<file path="config.mk">
export PLATFORM = sky130hd
export DESIGN_NAME = lcfg_cmd
export DESIGN_NICKNAME = d
export VERILOG_FILES = /design/src/verilog/lcfg_cmd.v
export VERILOG_INCLUDE_DIRS = /design/src /design/src/verilog
export SDC_FILE = /design/constraint.sdc
export NUM_CORES = 1
export LEC_CHECK = 0
export ABC_AREA = 1
export BUFFER_PORTS_ARGS = -buffer_cell sky130_fd_sc_hd__buf_2
export CORE_MARGIN = 1.5
export CORE_UTILIZATION = 41
export DETAILED_ROUTE_END_ITERATION = 8
export PLACE_DENSITY = 0.88
export SKIP_LAST_GASP = 1
export SLEW_MARGIN = 20
export SYNTH_ARGS = -nofsm -noshare
export SYNTH_HDL_FRONTEND = slang
export SYNTH_SLANG_ARGS = --single-unit
</file>
<file path="constraint.sdc">
create_clock -name clock_i -period 3.5 [get_ports clock_i]
set_input_delay 1.05 -clock clock_i [delete_from_list [all_inputs] [get_ports clock_i]]
set_output_delay 1.05 -clock clock_i [all_outputs]
set_load 0.02 [all_outputs]
</file>
<file path="src/verilog/lcfg_map.vh">
// Constants for the link configuration-space command block.
// Assumes inclusion by bare name from the design file.
`ifndef LCFG_MAP_VH
`define LCFG_MAP_VH
`define LCFG_OFF_ID 8'h00
`define LCFG_OFF_CMD 8'h04
`define LCFG_CMD_RESET 16'h0000
`define LCFG_CMD_MASK 16'h0547
`define LCFG_BIT_IO 0
`define LCFG_BIT_MEM 1
`define LCFG_BIT_MASTER 2
`define LCFG_BIT_DERR 6
`define LCFG_BIT_FLOOD 8
`define LCFG_BIT_INTDIS 10
`define LCFG_UID_MAX 5'h1f
`define LCFG_HOST_UID 5'h00
`define LCFG_EXT_BUS_LSB 20
`define LCFG_EXT_DEV_LSB 15
`define LCFG_EXT_FUN_LSB 12
`define LCFG_EXT_REG_LSB 2
`endif

</file>
<file path="src/verilog/lcfg_cmd.v">
// Configuration-space front end: device-number claim, header function 0, command register.
// Assumes all request inputs come from core logic on clock_i; warm and cold reset both reach nrst_i
// or warm_rst_i; the flood error and interrupt source inputs are synchronous.
module lcfg_cmd #(
  parameter [15:0] VENDOR_CODE = 16'h1234, // Arbitrary value
  parameter [15:0] DEVICE_CODE = 16'h5678, // Arbitrary value
  parameter [4:0] UNIT_COUNT = 5'h02,
  parameter [31:0] EXTRA_SPACES = 32'h0000_0000,
  parameter SUBTRACTIVE = 0,
  parameter BRIDGE = 0
) (
  // Clock and resets
  input wire clock_i,
  input wire nrst_i,
  input wire warm_rst_i,
  // Identifier assignment
  input wire [4:0] lowest_owned_identifier_i,
  // Configuration access
  input wire cfg_req_i,
  input wire cfg_write_i,
  input wire [4:0] cfg_dev_i,
  input wire [2:0] cfg_fun_i,
  input wire [7:0] cfg_off_i,
  input wire [3:0] cfg_be_i,
  input wire [31:0] cfg_wdata_i,
  output reg cfg_ack_o,
  output reg [31:0] cfg_rdata_o,
  // Flat extended address split
  input wire [27:0] sw_addr_i,
  output reg [7:0] ext_bus_o,
  output reg [4:0] ext_dev_o,
  output reg [2:0] ext_fun_o,
  output reg [9:0] ext_reg_o,
  // Inbound request decode
  input wire io_req_i,
  input wire mem_req_i,
  input wire compat_i,
  output reg io_accept_o,
  output reg mem_accept_o,
  // Own request issue
  input wire own_req_i,
  output reg own_req_grant_o,
  // Data errors
  input wire derr_seen_i,
  input wire fwd_done_err_i,
  output reg master_derr_o,
  output reg fwd_done_err_o,
  // Sync flood
  input wire flood_err_i,
  input wire link_init_i,
  output reg sync_gen_o,
  // Legacy interrupt
  input wire int_src_i,
  output reg legacy_interrupt_o,
  output reg int_msg_assert_o,
  output reg int_msg_deassert_o,
  // Command bits for other logic
  output reg [15:0] command_control_o
);
`include "lcfg_map.vh"

  // Timing overview:
  // every output but command_control_o is one register stage behind the inputs that feed it (that copy is two behind a write),
  // and every gate uses the stored command word, not the copy on command_control_o.
  // A configuration write lands at the edge that takes the request,
  // so a request one cycle later already sees the new enables.
  // The answer to a configuration access stands for exactly one cycle;
  // a missing answer is how the chain learns of a master abort.
  // Inputs are assumed to come from core logic on clock_i,
  // so none of them passes a synchroniser here.
  // Trade-off: one stage of latency everywhere buys flop-driven outputs.
  reg [15:0] command_control_reg;
  reg [15:0] command_control_next;
  reg int_sent_reg;
  reg int_sent_next;
  reg master_derr_next;
  wire hit;

  // Identifiers are five bits and a device may own a run of them
  // Device zero is never claimed, so only the host can be found there
  // Extra spaces are optional; a clear EXTRA_SPACES bit leaves that number silent
  // Device-number claim
  function claims;
    input [4:0] dev;
    input [4:0] base;
    reg [4:0] delta;
    begin
      delta = dev - base;
      if (dev == `LCFG_HOST_UID) begin
        claims = 1'b0; // Host keeps zero
      end else if (dev == base) begin
        claims = 1'b1;
      end else if (delta < UNIT_COUNT) begin
        claims = EXTRA_SPACES[delta];
      end else begin
        claims = 1'b0; // No claim
      end
    end
  endfunction

  // Byte-enable merge of a write into a stored 16-bit word
  function [15:0] byte_merge;
    input [15:0] old_word;
    input [15:0] new_word;
    input [1:0] lanes;
    reg [15:0] lane_mask;
    begin
      lane_mask = {{8{lanes[1]}}, {8{lanes[0]}}};
      byte_merge = (old_word & ~lane_mask) | (new_word & lane_mask);
    end
  endfunction

  // Space acceptance: enable bit, or compat traffic on a subtractive decoder
  function gate_accept;
    input req;
    input enable;
    input compat;
    begin
      gate_accept = req && (enable || (SUBTRACTIVE != 0 && compat));
    end
  endfunction

  // Readable view of the command word; hardwired positions forced to zero
  function [15:0] cmd_view;
    input [15:0] word;
    begin
      cmd_view = word & `LCFG_CMD_MASK;
    end
  endfunction

  // Only function 0 is implemented
  assign hit = cfg_req_i && cfg_fun_i == 3'h0 && claims(cfg_dev_i, lowest_owned_identifier_i);

  // Command write; only defined bits stored
  always @* begin
    command_control_next = command_control_reg;
    if (hit && cfg_write_i && cfg_off_i == `LCFG_OFF_CMD) begin
      command_control_next = byte_merge(command_control_reg, cfg_wdata_i[15:0], cfg_be_i[1:0])
        & `LCFG_CMD_MASK;
    end
  end

  // Interrupt message protocol:
  // one assertion message when the source rises while allowed,
  // one deassertion when the source drops or the disable bit is stored.
  // The sent flag never sets while disabled, so no stray assertion follows.
  // Outstanding interrupt message tracking
  always @* begin
    int_sent_next = int_sent_reg;
    if (int_sent_reg && (!int_src_i || command_control_reg[`LCFG_BIT_INTDIS])) begin
      int_sent_next = 1'b0;
    end else if (!int_sent_reg && int_src_i && !command_control_reg[`LCFG_BIT_INTDIS]) begin
      int_sent_next = 1'b1;
    end
  end

  // Master data error, sticky until cold reset
  always @* begin
    master_derr_next = master_derr_o;
    if (derr_seen_i && command_control_reg[`LCFG_BIT_DERR]) begin
      master_derr_next = 1'b1;
    end
  end

  // Reset policy:
  // warm and cold reset clear the command word and all gated outputs;
  // only the master data error flag survives a warm reset.
  // After a warm reset no message is outstanding, so the far side
  // must treat a pending interrupt as withdrawn.
  // Warm and cold both clear the command
  always @(posedge clock_i) begin
    if (!nrst_i || warm_rst_i) begin
      command_control_reg <= `LCFG_CMD_RESET;
    end else begin
      command_control_reg <= command_control_next;
    end
  end

  // Sent flag cleared by either reset
  always @(posedge clock_i) begin
    if (!nrst_i || warm_rst_i) begin
      int_sent_reg <= 1'b0;
    end else begin
      int_sent_reg <= int_sent_next;
    end
  end

  // Status-like flag cleared only by cold reset, held through warm reset
  always @(posedge clock_i) begin
    if (!nrst_i) begin
      master_derr_o <= 1'b0;
    end else begin
      master_derr_o <= master_derr_next;
    end
  end

  // Claim answer one cycle after request; silence means master abort
  always @(posedge clock_i) begin
    if (!nrst_i || warm_rst_i) begin
      cfg_ack_o <= 1'b0;
    end else begin
      cfg_ack_o <= hit;
    end
  end

  // Read data stands with the answer only, zero otherwise
  always @(posedge clock_i) begin
    if (!nrst_i || warm_rst_i) begin
      cfg_rdata_o <= 32'h0000_0000;
    end else begin
      cfg_rdata_o <= 32'h0000_0000;
      if (hit && !cfg_write_i) begin
        case (cfg_off_i)
          `LCFG_OFF_ID: cfg_rdata_o <= {DEVICE_CODE, VENDOR_CODE};
          `LCFG_OFF_CMD: cfg_rdata_o <= {16'h0000, cmd_view(command_control_reg)};
          default: cfg_rdata_o <= 32'h0000_0000;
        endcase
      end
    end
  end

  // Software address fields; no range check, the host owns the map
  always @(posedge clock_i) begin
    if (!nrst_i || warm_rst_i) begin
      ext_bus_o <= 8'h00;
      ext_dev_o <= 5'h00;
      ext_fun_o <= 3'h0;
      ext_reg_o <= 10'h000;
    end else begin
      ext_bus_o <= sw_addr_i[27:`LCFG_EXT_BUS_LSB];
      ext_dev_o <= sw_addr_i[19:`LCFG_EXT_DEV_LSB];
      ext_fun_o <= sw_addr_i[14:`LCFG_EXT_FUN_LSB];
      ext_reg_o <= sw_addr_i[11:`LCFG_EXT_REG_LSB];
    end
  end

  // I/O space acceptance
  always @(posedge clock_i) begin
    if (!nrst_i || warm_rst_i) begin
      io_accept_o <= 1'b0;
    end else begin
      io_accept_o <= gate_accept(io_req_i, command_control_reg[`LCFG_BIT_IO], compat_i);
    end
  end

  // Memory space acceptance
  always @(posedge clock_i) begin
    if (!nrst_i || warm_rst_i) begin
      mem_accept_o <= 1'b0;
    end else begin
      mem_accept_o <= gate_accept(mem_req_i, command_control_reg[`LCFG_BIT_MEM], compat_i);
    end
  end

  // Own requests only; forwarding of others is never gated here
  always @(posedge clock_i) begin
    if (!nrst_i || warm_rst_i) begin
      own_req_grant_o <= 1'b0;
    end else begin
      own_req_grant_o <= own_req_i && command_control_reg[`LCFG_BIT_MASTER];
    end
  end

  // Bridges only mark forwarded done responses; tunnels leave it low
  always @(posedge clock_i) begin
    if (!nrst_i || warm_rst_i) begin
      fwd_done_err_o <= 1'b0;
    end else begin
      fwd_done_err_o <= BRIDGE != 0 && fwd_done_err_i && command_control_reg[`LCFG_BIT_DERR];
    end
  end

  // Flood only when enabled; init sync always allowed, pass-through not gated
  always @(posedge clock_i) begin
    if (!nrst_i || warm_rst_i) begin
      sync_gen_o <= 1'b0;
    end else begin
      sync_gen_o <= link_init_i || (flood_err_i && command_control_reg[`LCFG_BIT_FLOOD]);
    end
  end

  // Own pin only; message forwarding lies outside this block
  always @(posedge clock_i) begin
    if (!nrst_i || warm_rst_i) begin
      legacy_interrupt_o <= 1'b0;
    end else begin
      legacy_interrupt_o <= int_src_i && !command_control_reg[`LCFG_BIT_INTDIS];
    end
  end

  // Assertion message on the rise of the sent flag
  always @(posedge clock_i) begin
    if (!nrst_i || warm_rst_i) begin
      int_msg_assert_o <= 1'b0;
    end else begin
      int_msg_assert_o <= !int_sent_reg && int_sent_next;
    end
  end

  // Deassertion message on the fall, including a disable while sent
  always @(posedge clock_i) begin
    if (!nrst_i || warm_rst_i) begin
      int_msg_deassert_o <= 1'b0;
    end else begin
      int_msg_deassert_o <= int_sent_reg && !int_sent_next;
    end
  end

  // Command copy for other logic, one cycle behind the store
  always @(posedge clock_i) begin
    if (!nrst_i || warm_rst_i) begin
      command_control_o <= `LCFG_CMD_RESET;
    end else begin
      command_control_o <= command_control_reg;
    end
  end
endmodule

</file>
==> impl_metrics.py <==
metrics = {
    "sta": {
        "report.final.slew_viol_count": 0,
        "finalHoldViolations": 0,
        "finalCritPeriodShare_pct": 58.0,
        "max_freq_mhz": 493,
        "worst_slew_pin_slew_ns": 0.604,
        "final.setup.tns_ns": 0,
        "fin_crit_ns": 2.03,
        "finalSetupViolations": 0,
        "relSlewSlack_pct": 59.4,
        "fin_skew_ns": 0.00521,
        "rsz0062_at_grt": "false",
    },
    "worst_setup_path": {
        "reg2regPathDepth": 3,
        "end_kind": "output pin",
        "cp.depth": 1,
        "slowest_stage": "dfxtp_1",
        "critPathRequiredTime_ns": 2.45,
        "crit_path_start": "cfg_rdata_o[28]",
        "cp_data_arrival_time_ns": 0.98,
        "path_delay_family": "flip-flops",
        "r2r_slack_ns": 2.70,
        "crit_chain": "buf_2",
        "crit_fanout": 12,
        "path_class": "flop to output pin",
        "worstSetupEndpoint": "cfg_rdata_o[22]",
        "setup.worst_path.start_class": "flop",
        "critPathMaxStageDelay_ns": 0.47,
        "r2r_end": "int_msg_assert_o",
        "critPathBufInv": 1,
    },
    "synthesis": {
        "synth_top_area_share_pct": 49.1,
        "synthTopCellsByArea": "dfxtp_1 49%, buf_4 12%, nor2_1 11%",
        "synth.largest_area_cell": "dfxtp_1",
        "syn_area_sq_um": 2200,
        "ys_seq_area_share_pct": 49.1,
        "yosysUniqueCellTypes": 24,
        "ys_warn_count": 0,
        "synth_top_cells_by_count": "64 x nor2_1, 57 x inv_1, 54 x dfxtp_1",
        "synth-edff-count": 0,
        "yosysMostFrequentCell": "nor2_1",
        "avgSynthCellArea_sq_um": 7.70,
        "synth-seq-cells": 54,
        "synth_ff_type": "dfxtp_1",
        "synthArstFlopShare_pct": 0,
        "syn-instance-count": 286,
    },
    "worst_hold_path": {
        "hold_class": "flop to flop",
    },
    "cts": {
        "clk_path_buf_depth": 2,
        "cts_tree": "built",
        "ctsHoldBuffers": 0,
        "clk_latency_ns": 0.29,
        "htree_levels": 2,
        "clk_pin_slew_ns": 0.09,
        "cts_made_buffers": 5,
        "root_buffer": "clkbuf_8",
        "ctsResizeCount": 0,
        "cts_setup_buffers": 0,
        "numClockSinks": 54,
    },
    "global_route": {
        "antenna_found_initial": 0,
        "track_usage_pct": 15.8,
        "grt_pass1_wl_um": 7470,
        "grt_remaining_overflow": 0,
        "grt_pass1_vias": 1800,
        "grt_max_degree": 40,
    },
    "route": {
        "drcViolationCount": 0,
        "wirelength_um": 4420,
        "drtIter0Drc": 38,
        "num_vias": 1941,
        "drtAntennaViolNets": 0,
        "dr.pass1.iters": 4,
        "vias_per_cell": 4.09,
        "wl_per_cell_um": 9.32,
    },
    "placed_design": {
        "place.gp.congestion": 0.756,
        "hpwl_um": 3650,
        "io_buffers": 125,
    },
    "layout": {
        "final_util_pct": 54.9,
        "n_antenna_cell": 0,
        "drive_above_1_share_pct": 36.6,
        "fill_cells": 499,
        "nets": 502,
        "areaGrowthSynthToFinish_pct": 28.2,
    },
    "flow_run": {
        "max-cap-violations": 0,
    },
    "floorplan": {
        "start_util_pct": 42.8,
        "die-area_sq_um": 5820,
        "dieHeight_um": 76.3,
        "fp.dieW_um": 76.3,
        "fp-row-count": 26,
        "coreArea_sq_um": 5140,
        "io_pins": 183,
    },
    "power": {
        "p_per_area_nw_per_um2": 397,
        "p_leak_nw": 1.65,
        "vdd_drop_max_mv": 0.183,
    },
    "outcome": {
        "status": "complete, no violations",
    },
}
layer usage:
layer,GRT usage (%),vias to the layer above,part of all wire [%]
li1,-,1006,-
met1,15.9,840,39
met2,31.3,91,53
met3,3.95,4,7.0
met4,5.00,0,1.1
met5,0,-,0
worst min path at each step:
stage | start | cells past startpoint | to
floorplan | flop | 2 | own_req_grant_o
global placement | legacy_interrupt_o | 1 | int_msg_assert_o
detailed placement | legacy_interrupt_o | 1 | int_msg_assert_o
CTS | legacy_interrupt_o | 2 | int_msg_deassert_o
global route | legacy_interrupt_o | 2 | int_msg_deassert_o
finish | flop | 2 | own_req_grant_o
metrics by stage:
| stage | cell area [sq um] | hold WS [ns] | worst slack, ns | power (mW) | std cells |
|---|---|---|---|---|---|
| finish | 2820 | 0.462 | 1.47 | 1.12 | 474 |
| global route | 2820 | 0.476 | 1.39 | 1.18 | 474 |
| CTS | 2820 | 0.463 | 1.45 | 1.14 | 474 |
| floorplan | 2290 | 0.425 | 1.62 | 0.746 | 310 |
| global placement | 2720 | 0.427 | 1.40 | 0.782 | 466 |
| detailed placement | 2720 | 0.449 | 1.32 | 0.787 | 466 |
report_power, final:
part	internal (mW)	leakage [nW]	switching (mW)
registers	0.627	0.439	0.00295
clock network	0.148	0.0502	0.201
logic	0.0502	1.16	0.0918
logic make-up after synthesis:
logic type	after synthesis	synth area share (%)
flip-flops	54	49.1
other	1	0.170
buffers and inverters	98	23.0
AO/OA/AOI/OAI	6	1.59
XOR/XNOR	1	0.398
AND/OR/NAND/NOR	126	25.8
layout by cell type, fill, tap and decap left out, drive strengths merged:
master	instances
nand3	8
buf	126
nand2	39
clkinv	2
nand4	7
dfxtp	54
nor2	70
xnor2	1
clkbuf	5
conb	25
nor3	1
a21o	1
o211ai	1
a21oi	2
inv	59
o21ai	2
nor4	1
final cells by class:
cell class              count  area (sq um)  share of cell area (%)
clock buffers               5          68.8                    2.44
clock inverters             3          28.8                    1.02
inverters                  58           218                    7.72
multi-input cells         158           704                    25.0
flip-flops and latches     54          1080                    38.3
well taps                  70          87.6                    3.10
repair buffers            126           633                    22.4
Power figures use the tool's default switching activity.
